**src/lem_params.svh**
```systemverilog
// Offsets, field positions, reset values and widths of the logic cell
`ifndef LEM_PARAMS_SVH
`define LEM_PARAMS_SVH

// ==========================================================
// Register offsets (byte addresses)
`define LEM_ADDR_CFG 4'h0
`define LEM_ADDR_LUT 4'h4
`define LEM_ADDR_STAT 4'h8

// ==========================================================
// Reset values
`define LEM_CFG_RESET 12'h000
`define LEM_LUT_RESET 16'h0000
`define LEM_CHIP_RESET_VAL 1'b0

// ==========================================================
// Configuration register layout
`define LEM_CFG_W 12
`define LEM_F_MODE 1:0
`define LEM_F_CP 4:2
`define LEM_F_ENA_D1 5
`define LEM_F_CIN_D3 6
`define LEM_F_CASC 7
`define LEM_F_PACK 8
`define LEM_F_SWAP 9
`define LEM_F_PACK4 10
`define LEM_F_REGOUT 11

// ==========================================================
// Table layout and status width
`define LEM_LUT_W 16
`define LEM_CARRY_BASE 4'h8
`define LEM_STAT_W 5

`endif

```
**src/lem_pkg.sv**
```systemverilog
// Types shared by the logic cell
package lem_pkg;

  typedef enum logic [1:0] {
    lem_normal,
    lem_arith,
    lem_updown,
    lem_clrcnt
  } lem_mode_e;

  typedef enum logic [2:0] {
    lem_cp_clear,
    lem_cp_preset,
    lem_cp_clr_pre,
    lem_cp_load_clr,
    lem_cp_load_pre,
    lem_cp_load
  } lem_cp_e;

  typedef struct packed {
    logic fourth_data_input;
    logic third_data_input;
    logic second_data_input;
    logic first_data_input;
  } lem_data_s;

  typedef struct packed {
    logic clr_n;
    logic pre_n;
  } lem_async_s;

endpackage
```
**src/lem_cell.sv**
```systemverilog
// Configurable logic cell: table, register, chains, async control
//
// Notes on behaviour
// - Four modes: normal, arithmetic, up/down counter, clearable counter.
// - Six logic inputs plus clock, clear and preset for the register.
// - Register has a synchronous clock enable, optionally the first data input.
// - Normal mode uses a four-input table; carry-in may replace third input.
// - Table output may AND with cascade-in; register or table drives both.
// - Packing registers fourth input while table computes three-input function, four-input with pack_d4_lut set.
// - Packed register keeps controls; local and global outputs may swap.
// - Arithmetic mode: two three-input tables give sum and carry-out.
// - Arithmetic mode may use cascade chain together with carry chain.
// - Up/down counter: count enable, clock enable, direction, load selector.
// - Counter modes accept asynchronous load through clear and preset.
// - Clearable counter: cascade-in clears synchronously, selector ANDed low.
// - Emulated tri-state bus: contention gives low, no driver gives high.
// - Register clear and preset are active low; unused ones stay high.
// - Six asynchronous clear/preset modes.
// - Chip-wide reset overrides every other control.
// - Clear mode: either control line clears; preset held inactive.
// - Preset mode: control line one loads a one.
// - Clear-and-preset: line one presets, line two clears.
// - Load-with-clear: line one loads third input, line two clears.
// - Load-with-preset: line two presets, line one loads third input.
// - Load-only: line one copies third input into register.
//
// The implementer's own choices: the placing of the registers and strobed register access.
`timescale 1ns/1ps
`include "lem_params.svh"

module lem_cell
  import lem_pkg::*;
#(
  parameter int TRI_N = 4,
  parameter int ADDR_W = 4,
  parameter logic RESET_VAL = `LEM_CHIP_RESET_VAL
)
(
  input wire logic mclk,
  input wire logic reset_n,
  input wire lem_data_s data_in,
  input wire logic carry_in,
  input wire logic cascade_in,
  input wire logic block_control_line_one,
  input wire logic block_control_line_two,
  input wire logic [TRI_N-1:0] tri_data,
  input wire logic [TRI_N-1:0] tri_en,
  input wire logic [ADDR_W-1:0] reg_addr,
  input wire logic [31:0] reg_wdata,
  input wire logic reg_write,
  input wire logic reg_read,
  output logic [31:0] reg_rdata,
  output logic local_out,
  output logic global_out,
  output logic carry_out,
  output logic cascade_out,
  output logic tri_bus
);

  // ==========================================================
  // Helpers

  function automatic logic lut_pick(input logic [15:0] mask,
                                    input logic [3:0] idx);
    lut_pick = mask[idx];
  endfunction

  function automatic logic addr_is(input logic [ADDR_W-1:0] a,
                                   input logic [3:0] off);
    addr_is = (a == ADDR_W'(off));
  endfunction

  // ==========================================================
  // Register port

  logic [`LEM_CFG_W-1:0] cfg_reg;
  logic [`LEM_CFG_W-1:0] cfg_next;
  logic [`LEM_LUT_W-1:0] lut_reg;
  logic [`LEM_LUT_W-1:0] lut_next;
  logic [31:0] rdata_reg;
  logic [31:0] rdata_next;
  logic [`LEM_STAT_W-1:0] status;

  always_comb
  begin
    cfg_next = cfg_reg;
    lut_next = lut_reg;
    rdata_next = 32'h0000_0000;
    if (reg_write && addr_is(reg_addr, `LEM_ADDR_CFG))
    begin
      cfg_next = reg_wdata[`LEM_CFG_W-1:0];
    end
    if (reg_write && addr_is(reg_addr, `LEM_ADDR_LUT))
    begin
      lut_next = reg_wdata[`LEM_LUT_W-1:0];
    end
    // Unmapped reads return zero
    if (reg_read)
    begin
      if (addr_is(reg_addr, `LEM_ADDR_CFG))
      begin
        rdata_next = {{(32-`LEM_CFG_W){1'b0}}, cfg_reg};
      end
      else if (addr_is(reg_addr, `LEM_ADDR_LUT))
      begin
        rdata_next = {{(32-`LEM_LUT_W){1'b0}}, lut_reg};
      end
      else if (addr_is(reg_addr, `LEM_ADDR_STAT))
      begin
        rdata_next = {{(32-`LEM_STAT_W){1'b0}}, status};
      end
    end
  end

  always_ff @(posedge mclk or negedge reset_n)
  begin
    if (!reset_n)
    begin
      cfg_reg <= `LEM_CFG_RESET;
      lut_reg <= `LEM_LUT_RESET;
      rdata_reg <= 32'h0000_0000;
    end
    else
    begin
      cfg_reg <= cfg_next;
      lut_reg <= lut_next;
      rdata_reg <= rdata_next;
    end
  end

  assign reg_rdata = rdata_reg;

  // ==========================================================
  // Configuration decode

  lem_mode_e mode;
  lem_cp_e cp_mode;
  logic ena_on_d1;
  logic cin_for_d3;
  logic casc_en;
  logic pack_en;
  logic pack_swap;
  logic pack_d4_lut;
  logic reg_drives;

  assign mode = lem_mode_e'(cfg_reg[`LEM_F_MODE]);
  assign cp_mode = lem_cp_e'(cfg_reg[`LEM_F_CP]);
  assign ena_on_d1 = cfg_reg[`LEM_F_ENA_D1];
  assign cin_for_d3 = cfg_reg[`LEM_F_CIN_D3];
  assign casc_en = cfg_reg[`LEM_F_CASC];
  assign pack_en = cfg_reg[`LEM_F_PACK];
  assign pack_swap = cfg_reg[`LEM_F_SWAP];
  assign pack_d4_lut = cfg_reg[`LEM_F_PACK4];
  assign reg_drives = cfg_reg[`LEM_F_REGOUT];

  // ==========================================================
  // Datapath per mode

  logic reg_q;
  logic q_eff;
  logic ce;
  logic lut_out;
  logic sum_out;
  logic reg_d;
  logic cnt_bit;
  logic load_sel;
  logic [3:0] lut_idx;

  // Counter modes: d2 count enable, d4 load select, d3 load data
  always_comb
  begin
    lut_idx = '0;
    lut_out = 1'b0;
    sum_out = 1'b0;
    reg_d = reg_q;
    cnt_bit = reg_q;
    load_sel = reg_q;
    carry_out = 1'b0;
    cascade_out = 1'b1;
    local_out = q_eff;
    global_out = q_eff;
    ce = ena_on_d1 ? data_in.first_data_input : 1'b1;
    case (mode)
      lem_normal:
      begin
        lut_idx = {data_in.fourth_data_input,
                   cin_for_d3 ? carry_in : data_in.third_data_input,
                   data_in.second_data_input, data_in.first_data_input};
        if (pack_en && !pack_d4_lut)
        begin
          lut_idx[3] = 1'b0;
        end
        lut_out = lut_pick(lut_reg, lut_idx);
        cascade_out = casc_en ? (lut_out & cascade_in) : lut_out;
        if (pack_en)
        begin
          reg_d = data_in.fourth_data_input;
          local_out = pack_swap ? q_eff : cascade_out;
          global_out = pack_swap ? cascade_out : q_eff;
        end
        else
        begin
          reg_d = cascade_out;
          local_out = reg_drives ? q_eff : cascade_out;
          global_out = local_out;
        end
      end
      lem_arith:
      begin
        lut_idx = {1'b0, carry_in, data_in.second_data_input,
                   data_in.first_data_input};
        sum_out = lut_pick(lut_reg, lut_idx);
        carry_out = lut_pick(lut_reg, lut_idx | `LEM_CARRY_BASE);
        cascade_out = casc_en ? (sum_out & cascade_in) : sum_out;
        reg_d = cascade_out;
        local_out = reg_drives ? q_eff : cascade_out;
        global_out = local_out;
      end
      lem_updown:
      begin
        cnt_bit = reg_q ^ (data_in.second_data_input & carry_in);
        carry_out = carry_in & (cascade_in ? reg_q : ~reg_q);
        load_sel = data_in.fourth_data_input ?
                   data_in.third_data_input : cnt_bit;
        reg_d = load_sel;
      end
      lem_clrcnt:
      begin
        cnt_bit = reg_q ^ (data_in.second_data_input & carry_in);
        carry_out = carry_in & reg_q;
        load_sel = data_in.fourth_data_input ?
                   data_in.third_data_input : cnt_bit;
        reg_d = load_sel & ~cascade_in;
      end
      default:
      begin
        reg_d = reg_q;
      end
    endcase
  end

  // ==========================================================
  // Asynchronous clear, preset and load

  lem_async_s ctl;
  logic c1;
  logic c2;
  logic d3;

  assign c1 = block_control_line_one;
  assign c2 = block_control_line_two;
  assign d3 = data_in.third_data_input;

  // Works the same in every mode, so counters load without the table
  always_comb
  begin
    ctl = '{clr_n: 1'b1, pre_n: 1'b1};
    case (cp_mode)
      lem_cp_clear:
      begin
        ctl.clr_n = ~(c1 | c2);
      end
      lem_cp_preset:
      begin
        ctl.pre_n = ~c1;
      end
      lem_cp_clr_pre:
      begin
        ctl.pre_n = ~c1;
        ctl.clr_n = ~c2;
      end
      lem_cp_load_clr:
      begin
        ctl.pre_n = ~(c1 & d3);
        ctl.clr_n = ~((c1 & ~d3) | c2);
      end
      lem_cp_load_pre:
      begin
        // Stored inverted in silicon; seen from outside it loads d3
        ctl.pre_n = ~((c1 & d3) | c2);
        ctl.clr_n = ~(c1 & ~d3 & ~c2);
      end
      lem_cp_load:
      begin
        ctl.pre_n = ~(c1 & d3);
        ctl.clr_n = ~(c1 & ~d3);
      end
      default:
      begin
        ctl = '{clr_n: 1'b1, pre_n: 1'b1};
      end
    endcase
  end

  // ==========================================================
  // Cell register

  logic q_next;

  // Async controls act on the output at once and are held by the flop
  // at the next edge; keeps the async reset a pure constant.
  always_comb
  begin
    if (!ctl.clr_n)
    begin
      q_next = 1'b0;
    end
    else if (!ctl.pre_n)
    begin
      q_next = 1'b1;
    end
    else if (ce)
    begin
      q_next = reg_d;
    end
    else
    begin
      q_next = reg_q;
    end
  end

  always_ff @(posedge mclk or negedge reset_n)
  begin
    if (!reset_n)
    begin
      reg_q <= RESET_VAL;
    end
    else
    begin
      reg_q <= q_next;
    end
  end

  always_comb
  begin
    if (!reset_n)
    begin
      q_eff = RESET_VAL;
    end
    else if (!ctl.clr_n)
    begin
      q_eff = 1'b0;
    end
    else if (!ctl.pre_n)
    begin
      q_eff = 1'b1;
    end
    else
    begin
      q_eff = reg_q;
    end
  end

  assign status = {cascade_out, carry_out, global_out, local_out, q_eff};

  // ==========================================================
  // Emulated internal tri-state bus

  logic [TRI_N-1:0] tri_hit;

  genvar gi;
  generate
    for (gi = 0; gi < TRI_N; gi++)
    begin : g_tri
      assign tri_hit[gi] = tri_en[gi] & tri_data[gi];
    end
  endgenerate

  // Contention resolves low, floating resolves high
  always_comb
  begin
    if (tri_en == '0)
    begin
      tri_bus = 1'b1;
    end
    else if ((tri_en & (tri_en - 1'b1)) != '0)
    begin
      tri_bus = 1'b0;
    end
    else
    begin
      tri_bus = |tri_hit;
    end
  end
endmodule

```
**config.mk**
```make
export PLATFORM = sky130hd
export DESIGN_NAME = lem_cell
export DESIGN_NICKNAME = d
export VERILOG_FILES = /design/src/lem_pkg.sv /design/src/lem_cell.sv
export VERILOG_INCLUDE_DIRS = /design/src
export SDC_FILE = /design/constraint.sdc
export NUM_CORES = 1
export LEC_CHECK = 0
export ABC_CLOCK_PERIOD_IN_PS = 2900
export BUFFER_PORTS_ARGS = -buffer_cell sky130_fd_sc_hd__buf_2
export CORE_MARGIN = 4
export CORE_UTILIZATION = 53
export DETAILED_ROUTE_END_ITERATION = 8
export PLACE_DENSITY = 0.86
export SLEW_MARGIN = 15
export SYNTH_ARGS = -nofsm -noshare
export SYNTH_HDL_FRONTEND = slang
export SYNTH_SLANG_ARGS = --single-unit
```
**constraint.sdc**
```tcl
create_clock -name mclk -period 2.9 [get_ports mclk]
set_clock_uncertainty 0.05 [all_clocks]
set_input_delay 0.435 -clock mclk [delete_from_list [all_inputs] [get_ports mclk]]
set_output_delay 0.435 -clock mclk [all_outputs]
set_load 0.02 [all_outputs]
```
==> metrics.csv <==
metric,value,unit
status,"finished, final reports clean",
synth_edf_count,0,
period_minus_slack,2.72,ns
io_buffers,60,
cts.sinks,45,
mean_number_of_vias_per_cell,5.63,
startpoint_type,flip-flop,
nFillCells,360,
p_int,1.26,mW
synthesis.area_per_instance,10.9,µm²
p_per_area,642,nW/µm²
pwr-share-comb,0.275,
post_route_cells_drive_above_1_share,0.388,
ff2ff_path_depth,6,
antenna_found_initial,0,
grt_pass1_wl,8690,µm
totalNegativeSetupSlack,0,ns
grt_use_total,0.204,
cts_resizes,0,
slowest_stage,sky130_fd_sc_hd__mux4_1,
timing.final.crit_share,0.939,
switchingPower,594,µW
setup.worst_path.class,flip-flop to output pin,
r2r-end,reg_rdata[4],
max_cap_viol_count,0,
gp_congestion,0.862,
worst_ir_drop_vdd,468,µV
seqCellArea,1130,µm²
n_antenna_cell,0,
preCtsSetupSlack,0.123,ns
dpl.cell_count,330,
multi_input_combinational_cell_area,1210,µm²
flip_flop_and_latch_count_after_synthesis,45,
worst-slew-pin-transition,0.709,ns
worstPathRequired,2.41,ns
finalWirelength,5460,µm
final_setup_slack_of_the_worst_path,0.177,ns
cts_buffers,5,
finalHoldViolCount,0,
timing.fmax,367,MHz
die-area,5750,µm²
mostFrequentLayoutCells,"sky130_fd_sc_hd__buf_2, sky130_fd_sc_hd__dfrtp_1, sky130_fd_sc_hd__mux2_2",
slew_viol_final,0,
cts.clk_slew.worst_paths,0.08,ns
grt_pass1_vias,1834,
post-cts-setup-buffer-count,0,
worst_skew_pair.late_latency,0.30,ns
power.share.sequential,0.459,
async_reset_ff_frac,1.00,
start_util,0.553,
place_hpwl,4110,µm
timing.rr.start,lut_reg[13],
gr_overflow_total,0,
mostFrequentLayoutCell,sky130_fd_sc_hd__buf_2,
largest_net_degree_at_the_start_of_global_routing,46,
unique_masters_post_synth,36,
postRouteAntennaNets,0,
synthesized_instance_count,224,
floorplan.die.height,75.9,µm
cts_hold_buffers,0,
synthFlopType,sky130_fd_sc_hd__dfrtp_1,
detailroute.via_count,1902,
wl_per_cell,16.1,µm
worst_setup_path_end_kind,output pin,
sw_frac_of_total,0.321,
slowest_delay,0.56,ns
setup_viol,0,
final_nets,341,
placeableCoreArea,4410,µm²
clock_tree.buffer_depth,2,
post_synth_instance_area,2440,µm²
drt-pass1-iter-count,4,
worstPathArrival,2.24,ns
rsz_0062_raised_after_global_routing,false,
p_leak,1.43,nW
floorplan.rows,24,
setup.reg_to_reg.worst_slack,0.84,ns
cts_root_buf,sky130_fd_sc_hd__clkbuf_8,
finish.cell_count_without_fillers,338,
first_drt_iteration_drcs,129,
slew-limit-headroom,0.526,
worstPathCellList,"mux4_1, mux2i_1, mux2_4, nor4_1, nor4_1, inv_1, buf_2",
min_path_type,input port to asynchronous set/reset pin,
fraction_of_the_yosys_area_taken_by_sequential_cells,0.462,
syn2layout_area_growth,18.1,%
die_w,75.9,µm
clock_tree.htree_level_count,2,
synthesis.yosys.warnings,0,
critPathMostFrequentCell,sky130_fd_sc_hd__nor4_1,
critical_path.max_fanout,4,
detail_route.drc_violations,0,
cts_tree,built,
top_level_ports,93,
power.share.clock,0.266,
-- layout make-up --
class	instances	share of cell area
multi-input combinational	162	0.421
sequential	45	0.391
timing repair buffer	64	0.115
clock buffer	6	0.0287
tap	52	0.0226
clock inverter	2	0.0130
inverter	7	0.00912
-- layer usage --
metal / wire, µm / vias to the layer above / track usage
li1: - / 906 / -
met1: 2250 / 909 / 0.260
met2: 2700 / 81 / 0.348
met3: 449 / 6 / 0.0449
met4: 55 / 0 / 0.0583
met5: 0 / - / 0
-- worst max-delay path by stage --
stage / slack (ns) / endpoint / startpoint / cells past startpoint
after floorplan: 0.62 / global_out / data_in[0] / 6
after global placement: 0.19 / global_out / data_in[0] / 8
after detailed placement: 0.12 / global_out / data_in[0] / 8
after CTS: 0.09 / global_out / lut_reg[13] / 7
after global routing: 0.0001 / local_out / lut_reg[12] / 7
final: 0.18 / local_out / lut_reg[13] / 7
-- cells in the mapped netlist, types with 4 or more instances --
master | instances | area, µm²
sky130_fd_sc_hd__a21oi_1 | 7 | 35.0
sky130_fd_sc_hd__a22oi_1 | 8 | 60.1
sky130_fd_sc_hd__and3_1 | 5 | 31.3
sky130_fd_sc_hd__buf_4 | 16 | 120
sky130_fd_sc_hd__clkbuf_1 | 6 | 22.5
sky130_fd_sc_hd__dfrtp_1 | 45 | 1130
sky130_fd_sc_hd__inv_1 | 7 | 26.3
sky130_fd_sc_hd__mux2_2 | 28 | 315
sky130_fd_sc_hd__mux2i_1 | 6 | 60.1
sky130_fd_sc_hd__mux4_1 | 4 | 105
sky130_fd_sc_hd__nand2_1 | 16 | 60.1
sky130_fd_sc_hd__nor2_1 | 7 | 26.3
sky130_fd_sc_hd__nor2b_1 | 9 | 56.3
sky130_fd_sc_hd__nor3_1 | 8 | 40.0
sky130_fd_sc_hd__nor4_1 | 8 | 50.1
sky130_fd_sc_hd__o21ai_0 | 11 | 55.1
-- per-stage QoR --
stage | cell area, µm² | hold WS (ns) | power [mW] | util
after floorplan | 2500 | 0.0894 | 1.19 | -
after global placement | 2730 | 0.453 | 1.33 | 0.619
after detailed placement | 2730 | 0.460 | 1.35 | 0.619
after CTS | 2850 | 0.229 | 1.84 | 0.647
after global routing | 2880 | 0.243 | 1.98 | 0.653
final | 2880 | 0.207 | 1.85 | 0.653
-- power groups by stage --
stage                     sequential [mW]  combinational [mW]  clock (mW)
after floorplan                     0.803               0.391           0
after global placement              0.851               0.477           0
after detailed placement            0.858               0.495           0
after CTS                           0.846               0.496       0.499
after global routing                0.866               0.575       0.534
final                               0.850               0.509       0.492
-- critical path: cells and delay by family, from the launching register on --
family,cells,cell delay [ns]
multiplexers,3,0.90
AND/OR/NAND/NOR,2,0.41
flip-flops,1,0.40
buffers and inverters,2,0.23
-- logic make-up (layout without fill, tap and decap cells) --
group,after synthesis,in the layout,synth area share
and+or+nand+nor,68,68,0.155
DFF,45,45,0.462
muxes,39,39,0.203
AOI/OAI and AO/OA,37,37,0.0959
buffers and inverters,32,79,0.0754
xor gates and xnor gates,2,2,0.00718
other,1,16,0.00154
No activity file was read; power rests on OpenSTA's default activity.
